[config.mk]
export PLATFORM = sky130hd
export DESIGN_NAME = cdc_config_rate_mode
export DESIGN_NICKNAME = d
export VERILOG_FILES = /design/src/verilog/cdc_rate_mode_pkg.sv /design/src/verilog/cdc_config_rate_mode.sv
export VERILOG_INCLUDE_DIRS = /design/src /design/src/verilog
export SDC_FILE = /design/constraint.sdc
export NUM_CORES = 1
export LEC_CHECK = 0
export BUFFER_PORTS_ARGS = -buffer_cell sky130_fd_sc_hd__buf_2
export CORE_ASPECT_RATIO = 1.25
export CORE_MARGIN = 2
export CORE_UTILIZATION = 50
export DETAILED_ROUTE_END_ITERATION = 8
export GPL_TIMING_DRIVEN = 0
export PLACE_DENSITY = 0.77
export SYNTH_ARGS = -nofsm -noshare
export SYNTH_HDL_FRONTEND = slang
export SYNTH_SLANG_ARGS = --single-unit
[constraint.sdc]
create_clock -name sys_clk -period 9.9 [get_ports sys_clk]
set_clock_uncertainty 0.2 [all_clocks]
set_input_delay 0.99 -clock sys_clk [delete_from_list [all_inputs] [get_ports sys_clk]]
set_output_delay 0.99 -clock sys_clk [all_outputs]
set_load 0.02 [all_outputs]
[src/verilog/cdc_rate_mode_map.svh]
// register map, field positions, modes and conversion-time table of the rate/mode block
`ifndef CDC_RATE_MODE_MAP_SVH
`define CDC_RATE_MODE_MAP_SVH

`define RATE_MODE_ADDR 8'h0A
`define RATE_MODE_RESET 8'hA0

`define VT_FILT_HI 7
`define VT_FILT_LO 6
`define CAP_FILT_HI 5
`define CAP_FILT_LO 3
`define MODE_HI 2
`define MODE_LO 0

`define MODE_IDLE 3'h0
`define MODE_CONT 3'h1
`define MODE_SINGLE 3'h2
`define MODE_PDOWN 3'h3
`define MODE_CAL_OFFSET 3'h5
`define MODE_CAL_GAIN 3'h6

// timing base: conversion times are held in tenths of a millisecond
`define TENTH_MS_NS 100000
`define SYS_CLK_PERIOD_NS 10

// voltage/temperature times, tenths of ms, chopping on
`define VT_TIME_0 12'h0C9
`define VT_TIME_1 12'h141
`define VT_TIME_2 12'h26D
`define VT_TIME_3 12'h4C5

// capacitance times, tenths of ms (110, 119, 200, 380, 620, 770, 920, 1096)
`define CAP_TIME_0 12'h06E
`define CAP_TIME_1 12'h077
`define CAP_TIME_2 12'h0C8
`define CAP_TIME_3 12'h17C
`define CAP_TIME_4 12'h26C
`define CAP_TIME_5 12'h302
`define CAP_TIME_6 12'h398
`define CAP_TIME_7 12'h448

`define PRE_W 16
`define TICK_W 12

`endif

[src/verilog/cdc_rate_mode_pkg.sv]
// types of the rate/mode configuration block
`include "cdc_rate_mode_map.svh"

package cdc_rate_mode_pkg;

  typedef enum logic [1:0] {
    ph_idle,
    ph_cap,
    ph_vt,
    ph_down
  } phase_t;

  typedef struct packed {
    logic [7:0] cfg;
    logic [7:0] rd_data;
    phase_t phase;
    logic [`PRE_W-1:0] pre;
    logic [`TICK_W-1:0] tick;
    logic [1:0] act_vt;
    logic [2:0] act_cap;
    logic [2:0] act_mode;
    logic act_halve;
    logic pending;
    logic conv_done;
    logic done_vt;
  } state_t;

endpackage

[src/verilog/cdc_config_rate_mode.sv]
// update-rate and operating-mode register with conversion-cycle timer
`timescale 1ns/1ps
`include "cdc_rate_mode_map.svh"

module cdc_config_rate_mode
  import cdc_rate_mode_pkg::*;
#(
  parameter logic [`PRE_W-1:0] TICK_CYCLES = `PRE_W'(`TENTH_MS_NS / `SYS_CLK_PERIOD_NS)
) (
  input wire logic sys_clk,
  input wire logic resetn,
  input wire logic [7:0] reg_addr,
  input wire logic reg_wr,
  input wire logic [7:0] reg_wdata,
  output logic [7:0] reg_rdata,
  input wire logic clock_halve,
  input wire logic vt_chop_enable,
  input wire logic enable_a,
  output logic vt_filter_sel_hi,
  output logic vt_filter_sel_lo,
  output logic cap_filter_sel_2,
  output logic cap_filter_sel_1,
  output logic cap_filter_sel_0,
  output logic op_mode_sel_2,
  output logic op_mode_sel_1,
  output logic op_mode_sel_0,
  output logic converting_cap,
  output logic converting_vt,
  output logic conv_done,
  output logic conv_done_vt,
  output logic power_down,
  output logic cal_offset_active,
  output logic cal_gain_active
);

  state_t st;
  state_t next_st;
  logic busy;
  logic fin;
  logic [`TICK_W-1:0] limit;
  logic [`TICK_W-1:0] tenths;

  function automatic logic [`TICK_W-1:0] vt_time(input logic [1:0] code);
    case (code)
      2'h0: vt_time = `VT_TIME_0;
      2'h1: vt_time = `VT_TIME_1;
      2'h2: vt_time = `VT_TIME_2;
      default: vt_time = `VT_TIME_3;
    endcase
  endfunction

  function automatic logic [`TICK_W-1:0] cap_time(input logic [2:0] code);
    case (code)
      3'h0: cap_time = `CAP_TIME_0;
      3'h1: cap_time = `CAP_TIME_1;
      3'h2: cap_time = `CAP_TIME_2;
      3'h3: cap_time = `CAP_TIME_3;
      3'h4: cap_time = `CAP_TIME_4;
      3'h5: cap_time = `CAP_TIME_5;
      3'h6: cap_time = `CAP_TIME_6;
      default: cap_time = `CAP_TIME_7;
    endcase
  endfunction

  assign busy = (st.phase == ph_cap) || (st.phase == ph_vt);
  assign tenths = (st.phase == ph_vt) ? vt_time(st.act_vt) : cap_time(st.act_cap);
  // longest doubled figure still fits twelve bits
  assign limit = st.act_halve ? {tenths[`TICK_W-2:0], 1'b0} : tenths;
  assign fin = busy && (st.pre == TICK_CYCLES - `PRE_W'(1)) && (st.tick == limit - `TICK_W'(1));

  always_comb begin
    next_st = st;
    next_st.conv_done = 1'b0;
    next_st.rd_data = (reg_addr == `RATE_MODE_ADDR) ? st.cfg : 8'h00;
    case (st.phase)
      ph_idle: begin
        if (st.cfg[`MODE_HI:`MODE_LO] == `MODE_PDOWN) begin
          next_st.phase = ph_down;
        end else if (st.cfg[`MODE_HI:`MODE_LO] == `MODE_CONT || st.pending) begin
          // settings are sampled here, vt filter and clock_halve again at the cap-to-vt switch, never mid-conversion
          next_st.pending = 1'b0;
          next_st.phase = ph_cap;
          next_st.pre = '0;
          next_st.tick = '0;
          next_st.act_mode = st.cfg[`MODE_HI:`MODE_LO];
          next_st.act_cap = st.cfg[`CAP_FILT_HI:`CAP_FILT_LO];
          next_st.act_vt = st.cfg[`VT_FILT_HI:`VT_FILT_LO];
          next_st.act_halve = clock_halve;
        end
      end
      ph_cap, ph_vt: begin
        if (st.pre == TICK_CYCLES - `PRE_W'(1)) begin
          next_st.pre = '0;
          next_st.tick = st.tick + `TICK_W'(1);
        end else begin
          next_st.pre = st.pre + `PRE_W'(1);
        end
        if (fin) begin
          next_st.conv_done = 1'b1;
          next_st.done_vt = (st.phase == ph_vt);
          next_st.pre = '0;
          next_st.tick = '0;
          if (st.phase == ph_cap &&
              (st.act_mode == `MODE_CONT || st.act_mode == `MODE_SINGLE)) begin
            next_st.phase = ph_vt;
            next_st.act_vt = st.cfg[`VT_FILT_HI:`VT_FILT_LO];
            next_st.act_halve = clock_halve;
          end else begin
            next_st.phase = ph_idle;
          end
        end
      end
      ph_down: begin
        if (st.cfg[`MODE_HI:`MODE_LO] != `MODE_PDOWN) begin
          next_st.phase = ph_idle;
        end
      end
      default: begin
        next_st.phase = ph_idle;
      end
    endcase
    // a write after the start clear wins, so a request in the start cycle is kept
    if (reg_wr && reg_addr == `RATE_MODE_ADDR) begin
      next_st.cfg = reg_wdata;
      if (reg_wdata[`MODE_HI:`MODE_LO] == `MODE_SINGLE ||
          reg_wdata[`MODE_HI:`MODE_LO] == `MODE_CAL_OFFSET ||
          reg_wdata[`MODE_HI:`MODE_LO] == `MODE_CAL_GAIN) begin
        next_st.pending = 1'b1;
      end
    end
  end

  always_ff @(posedge sys_clk or negedge resetn) begin
    if (!resetn) begin
      st <= '0;
      st.cfg <= `RATE_MODE_RESET;
      st.phase <= ph_idle;
    end else begin
      st <= next_st;
    end
  end

  assign reg_rdata = st.rd_data;
  assign vt_filter_sel_hi = st.cfg[`VT_FILT_HI];
  assign vt_filter_sel_lo = st.cfg[`VT_FILT_LO];
  assign cap_filter_sel_2 = st.cfg[`CAP_FILT_HI];
  assign cap_filter_sel_1 = st.cfg[`CAP_FILT_HI-1];
  assign cap_filter_sel_0 = st.cfg[`CAP_FILT_LO];
  assign op_mode_sel_2 = st.cfg[`MODE_HI];
  assign op_mode_sel_1 = st.cfg[`MODE_HI-1];
  assign op_mode_sel_0 = st.cfg[`MODE_LO];
  assign converting_cap = (st.phase == ph_cap);
  assign converting_vt = (st.phase == ph_vt);
  assign conv_done = st.conv_done;
  assign conv_done_vt = st.done_vt;
  assign power_down = (st.phase == ph_down);
  assign cal_offset_active = busy && (st.act_mode == `MODE_CAL_OFFSET);
  assign cal_gain_active = busy && (st.act_mode == `MODE_CAL_GAIN);

  // helper logic read only by the checks below
  int run_cnt;
  logic seen_write;
  always_ff @(posedge sys_clk or negedge resetn) begin
    if (!resetn) begin
      run_cnt <= 0;
      seen_write <= 1'b0;
    end else begin
      run_cnt <= (busy && !fin) ? run_cnt + 1 : 0;
      seen_write <= seen_write || (reg_wr && reg_addr == `RATE_MODE_ADDR);
    end
  end
endmodule

==> results.rst <==
.. list-table::
   :header-rows: 1

   * - Metric
     - Value
   * - Status
     - complete, no violations
   * - Via/cell ratio
     - 5.83
   * - Total of endpoints with negative setup slack in the final report
     - 0
   * - Worst ir drop on vdd
     - between 0.1 and 0.15 mV
   * - Sort of element at the start of the critical path
     - flip-flop
   * - Post-synthesis instance area
     - roughly 3800 sq um
   * - Overall via count from detail_route
     - 3255
   * - Number of antenna violations at the first check in global routing
     - 0
   * - Post-synthesis instance total
     - 408
   * - Synth cell types
     - 73
   * - P&R area growth vs syn
     - 14.0%
   * - Yosys warnings
     - 0
   * - Hpwl dp
     - 6270 microns
   * - Max-cap violations
     - 0
   * - Fraction of power spent switching nets
     - a little over a third
   * - Setup crit end kind
     - flip-flop
   * - Total power density per cell area
     - between 150 and 200 nW/um^2
   * - Total clock buffers created by CTS
     - 9
   * - P_leak
     - 2.00 nW
   * - Cell at the root of the clock tree
     - sky130_fd_sc_hd__clkbuf_8
   * - Average footprint of a synthesized cell
     - 9.32 sq um
   * - Diode insertion count for antenna repair
     - 0
   * - Grt total ovfl
     - 0
   * - CP top delay family
     - compound AO/OA/AOI/OAI gates
   * - Total wire length after detailed routing
     - approximately 8600 microns
   * - Sequential fraction of the synthesis area
     - 38.2%
   * - Die outline area
     - 8330 sq um
   * - Number of synthesized register bits
     - a little under 60
   * - Clock slew at reported path FFs
     - 0.07 ns
   * - Post-CTS Hold Buffers
     - 0
   * - Overall global routing resource usage
     - 22.7%
   * - Top library cells by usage in the layout, fill and taps aside
     - 56 x sky130_fd_sc_hd__dfrtp_1, 52 x sky130_fd_sc_hd__nand2_1, 45 x sky130_fd_sc_hd__buf_2, 28 x sky130_fd_sc_hd__nor2_1, 20 x sky130_fd_sc_hd__o21ai_0
   * - Placed cell area
     - 4130 sq um
   * - Hold violation total from the final report
     - 0
   * - Power share of the combinational group
     - 32.2%
   * - Fin nets
     - 495
   * - Largest fanout on the critical path
     - 10
   * - Area used by sequential logic in the layout
     - between 1000 and 1500 sq um
   * - Relative contribution of sequential cells to total power
     - 38.2%
   * - # IOs
     - 45
   * - Max Clk Rate
     - 0.248 GHz
   * - Synth Flop Type
     - sky130_fd_sc_hd__dfrtp_1
   * - Multi-input combinational cell area
     - between 2000 and 2500 sq um
   * - Bufs and invs on worst path
     - 3
   * - Number of violations reported at the end of detailed-routing iteration 0
     - 289
   * - Design Power
     - ~0.75 mW
   * - Filler Cells Inserted
     - 638
   * - Fin crit share
     - 40.7%
   * - Largest net degree at the start of global routing
     - 59
   * - TritonCTS sink count
     - 58
   * - Chip height
     - 102 microns
   * - Post-CTS setup-driven buffer insertion count
     - 0
   * - Total number of H-tree levels
     - 3
   * - Final cell area excluding filler cells
     - 4340 sq um
   * - Global-route wire length before repair
     - approximately 15000 microns
   * - Share of final-layout standard cells stronger than drive strength 1
     - approximately 23%
   * - Proportion of power drawn by the clock network
     - 29.6%
   * - Rows
     - 35
   * - Kind of critical path
     - reg2reg
   * - Pins over their slew limit
     - 0
   * - Most area-hungry cell type in the Yosys netlist
     - sky130_fd_sc_hd__dfrtp_1
   * - DRC errors left
     - 0
   * - Hold Path Class
     - reg2reg
   * - Setup total negative slack
     - 0 ns
   * - Placed Cells
     - 542
   * - Required time of the worst setup path
     - between 9 and 10 ns
   * - Post-Route Hold Slack
     - 0.279 ns
   * - Arrival @ worst endpoint
     - 4.05 ns
   * - Via count of the first global-routing pass
     - approximately 3100
   * - Weighted congestion at the end of routability-driven global placement
     - ~0.91
   * - Worst-case clock buffer depth
     - 2
   * - Power dissipated by switching net loads
     - 0.273 mW
   * - CP cell instances
     - inv_1, ha_1, buf_4, buf_2, a22oi_1, ha_1, xnor2_1, xnor2_1, a31oi_1, nor4_1, o2111ai_2, a21oi_2, mux2_1
   * - Share of the synthesized area in the top cell type
     - 36.8%
   * - Leading cell type in the layout, fill and taps excluded
     - sky130_fd_sc_hd__dfrtp_1
   * - Detailed-router iteration count before antenna repair
     - 5
   * - Clock network latency to the later pin of the worst-skew pair
     - 0.35 ns
   * - Average detailed-routed wire length per instance
     - approximately 15 microns
   * - Critical path's slowest cell
     - sky130_fd_sc_hd__nor4_1
   * - Gates resized, CTS repair
     - 0
   * - Post-detailed-route count of antenna-violating nets
     - 0
   * - Measured slew at the worst slew-check pin
     - 0.811 ns
   * - Relative max-transition margin
     - around 46%
   * - Buffers on Ports
     - between 40 and 50
   * - Number of enable-type register cells in the synthesized netlist
     - 0
   * - Horizontal extent of the die
     - 82.0 microns
   * - Number of standard cells in the layout, taps in and fillers out
     - 558
   * - Starting utilization of the core area
     - 51.7%
   * - Time the final worst path needs with I/O delays and setup
     - 4.02 ns
   * - Clock tree from TritonCTS
     - yes
   * - Delay of the slowest critical-path stage
     - 0.46 ns
   * - Internal power summed over all cells
     - slightly below 0.5 mW
   * - Area inside the core boundary
     - 7360 sq um
   * - Ys async rst share
     - 100%
   * - Nets in the synthesized netlist
     - 442
   * - Top cells by area, synth
     - sky130_fd_sc_hd__dfrtp_1 37%, sky130_fd_sc_hd__nand2_1 5.1%, sky130_fd_sc_hd__mux2_2 4.1%
   * - Setup repair after global routing missed its margin
     - false
==> worst min-delay path, cell delays in order (launching register included) <==
cell	delay, ns
sky130_fd_sc_hd__dfrtp_1	0.34
sky130_fd_sc_hd__nand2_1	0.04
sky130_fd_sc_hd__o21ai_0	0.06
==> synth_stat cells, types with 5 or more instances <==
cell / number
sky130_fd_sc_hd__and2_1: 10
sky130_fd_sc_hd__ha_1: 12
sky130_fd_sc_hd__nand4_1: 6
sky130_fd_sc_hd__nor2_1: 28
sky130_fd_sc_hd__xor2_1: 12
sky130_fd_sc_hd__or3_1: 6
sky130_fd_sc_hd__o21ai_0: 20
sky130_fd_sc_hd__mux2_2: 14
sky130_fd_sc_hd__dfrtp_1: 56
sky130_fd_sc_hd__nand3_1: 13
sky130_fd_sc_hd__o31ai_1: 5
sky130_fd_sc_hd__buf_4: 12
sky130_fd_sc_hd__a21oi_1: 18
sky130_fd_sc_hd__nor3_1: 6
sky130_fd_sc_hd__a21o_1: 5
sky130_fd_sc_hd__nand2b_1: 7
sky130_fd_sc_hd__inv_1: 13
sky130_fd_sc_hd__xnor2_1: 16
sky130_fd_sc_hd__nand2_1: 52
==> logic make-up after synthesis <==
family | after synthesis | synth area share, %
simple gates | 166 | 23.8
compound gates | 90 | 16.9
flops | 58 | 38.2
buf+inv | 34 | 4.87
xor+xnor | 28 | 6.45
mux | 19 | 5.49
fa+ha+maj | 13 | 4.24
==> path summary, 6_finish.rpt <==
| path | start | endpoint | slack (ns) | cells past startpoint |
|---|---|---|---|---|
| max | st[40] | st[41] | 5.88 | 13 |
| min reg2reg | conv_done_vt | conv_done_vt | 0.28 | 2 |
| min in group asynchronous | resetn | reg_rdata[0] | 0.50 | 1 |
| max reg2reg | st[40] | st[41] | 5.88 | 13 |
| max in group asynchronous | resetn | st[20] | 8.53 | 1 |
| min | conv_done_vt | conv_done_vt | 0.28 | 2 |
==> sequential cells by signal, indices dropped and copies added (netlist names) <==
signal	flops
cap_filter_sel_0	1
cap_filter_sel_1	1
cap_filter_sel_2	1
conv_done	1
conv_done_vt	1
op_mode_sel_0	1
op_mode_sel_1	1
op_mode_sel_2	1
reg_rdata	8
st	40
vt_filter_sel_hi	1
vt_filter_sel_lo	1
==> metrics by stage <==
step	setup WS, ns	utilization (%)
CTS	5.89	58.9
global route	5.60	58.9
global placement	6.02	56.1
floorplan	6.33	-
finish	5.88	58.9
detailed placement	5.91	56.1
==> routing by layer <==
metal	GRT usage (%)	vias to the layer above	routed length [microns]	part of all wire, %
met5	0	-	0	0
met4	10.5	0	263	3.1
met3	4.37	22	298	3.5
met2	37.0	78	4310	50
met1	28.8	1586	3720	43
li1	-	1569	-	-
==> power by group through the flow <==
stage	sequential, mW	clock, mW	combinational [mW]
6_report	0.288	0.223	0.242
5_1_grt	0.291	0.236	0.270
4_1_cts	0.287	0.226	0.240
3_5_place_dp	0.291	0	0.238
3_3_place_gp	0.290	0	0.232
2_1_floorplan	0.286	0	0.184
==> cell type report <==
| type | instances | area share [%] |
|---|---|---|
| Clock inverter | 6 | 1.53 |
| Sequential cell | 58 | 33.5 |
| Buffer | 20 | 3.06 |
| Timing Repair Buffer | 42 | 4.91 |
| Inverter | 14 | 1.21 |
| Multi-Input combinational cell | 316 | 49.9 |
| Clock buffer | 10 | 3.17 |
| Tap cell | 92 | 2.66 |
No activity file was read; power rests on OpenSTA's default activity.
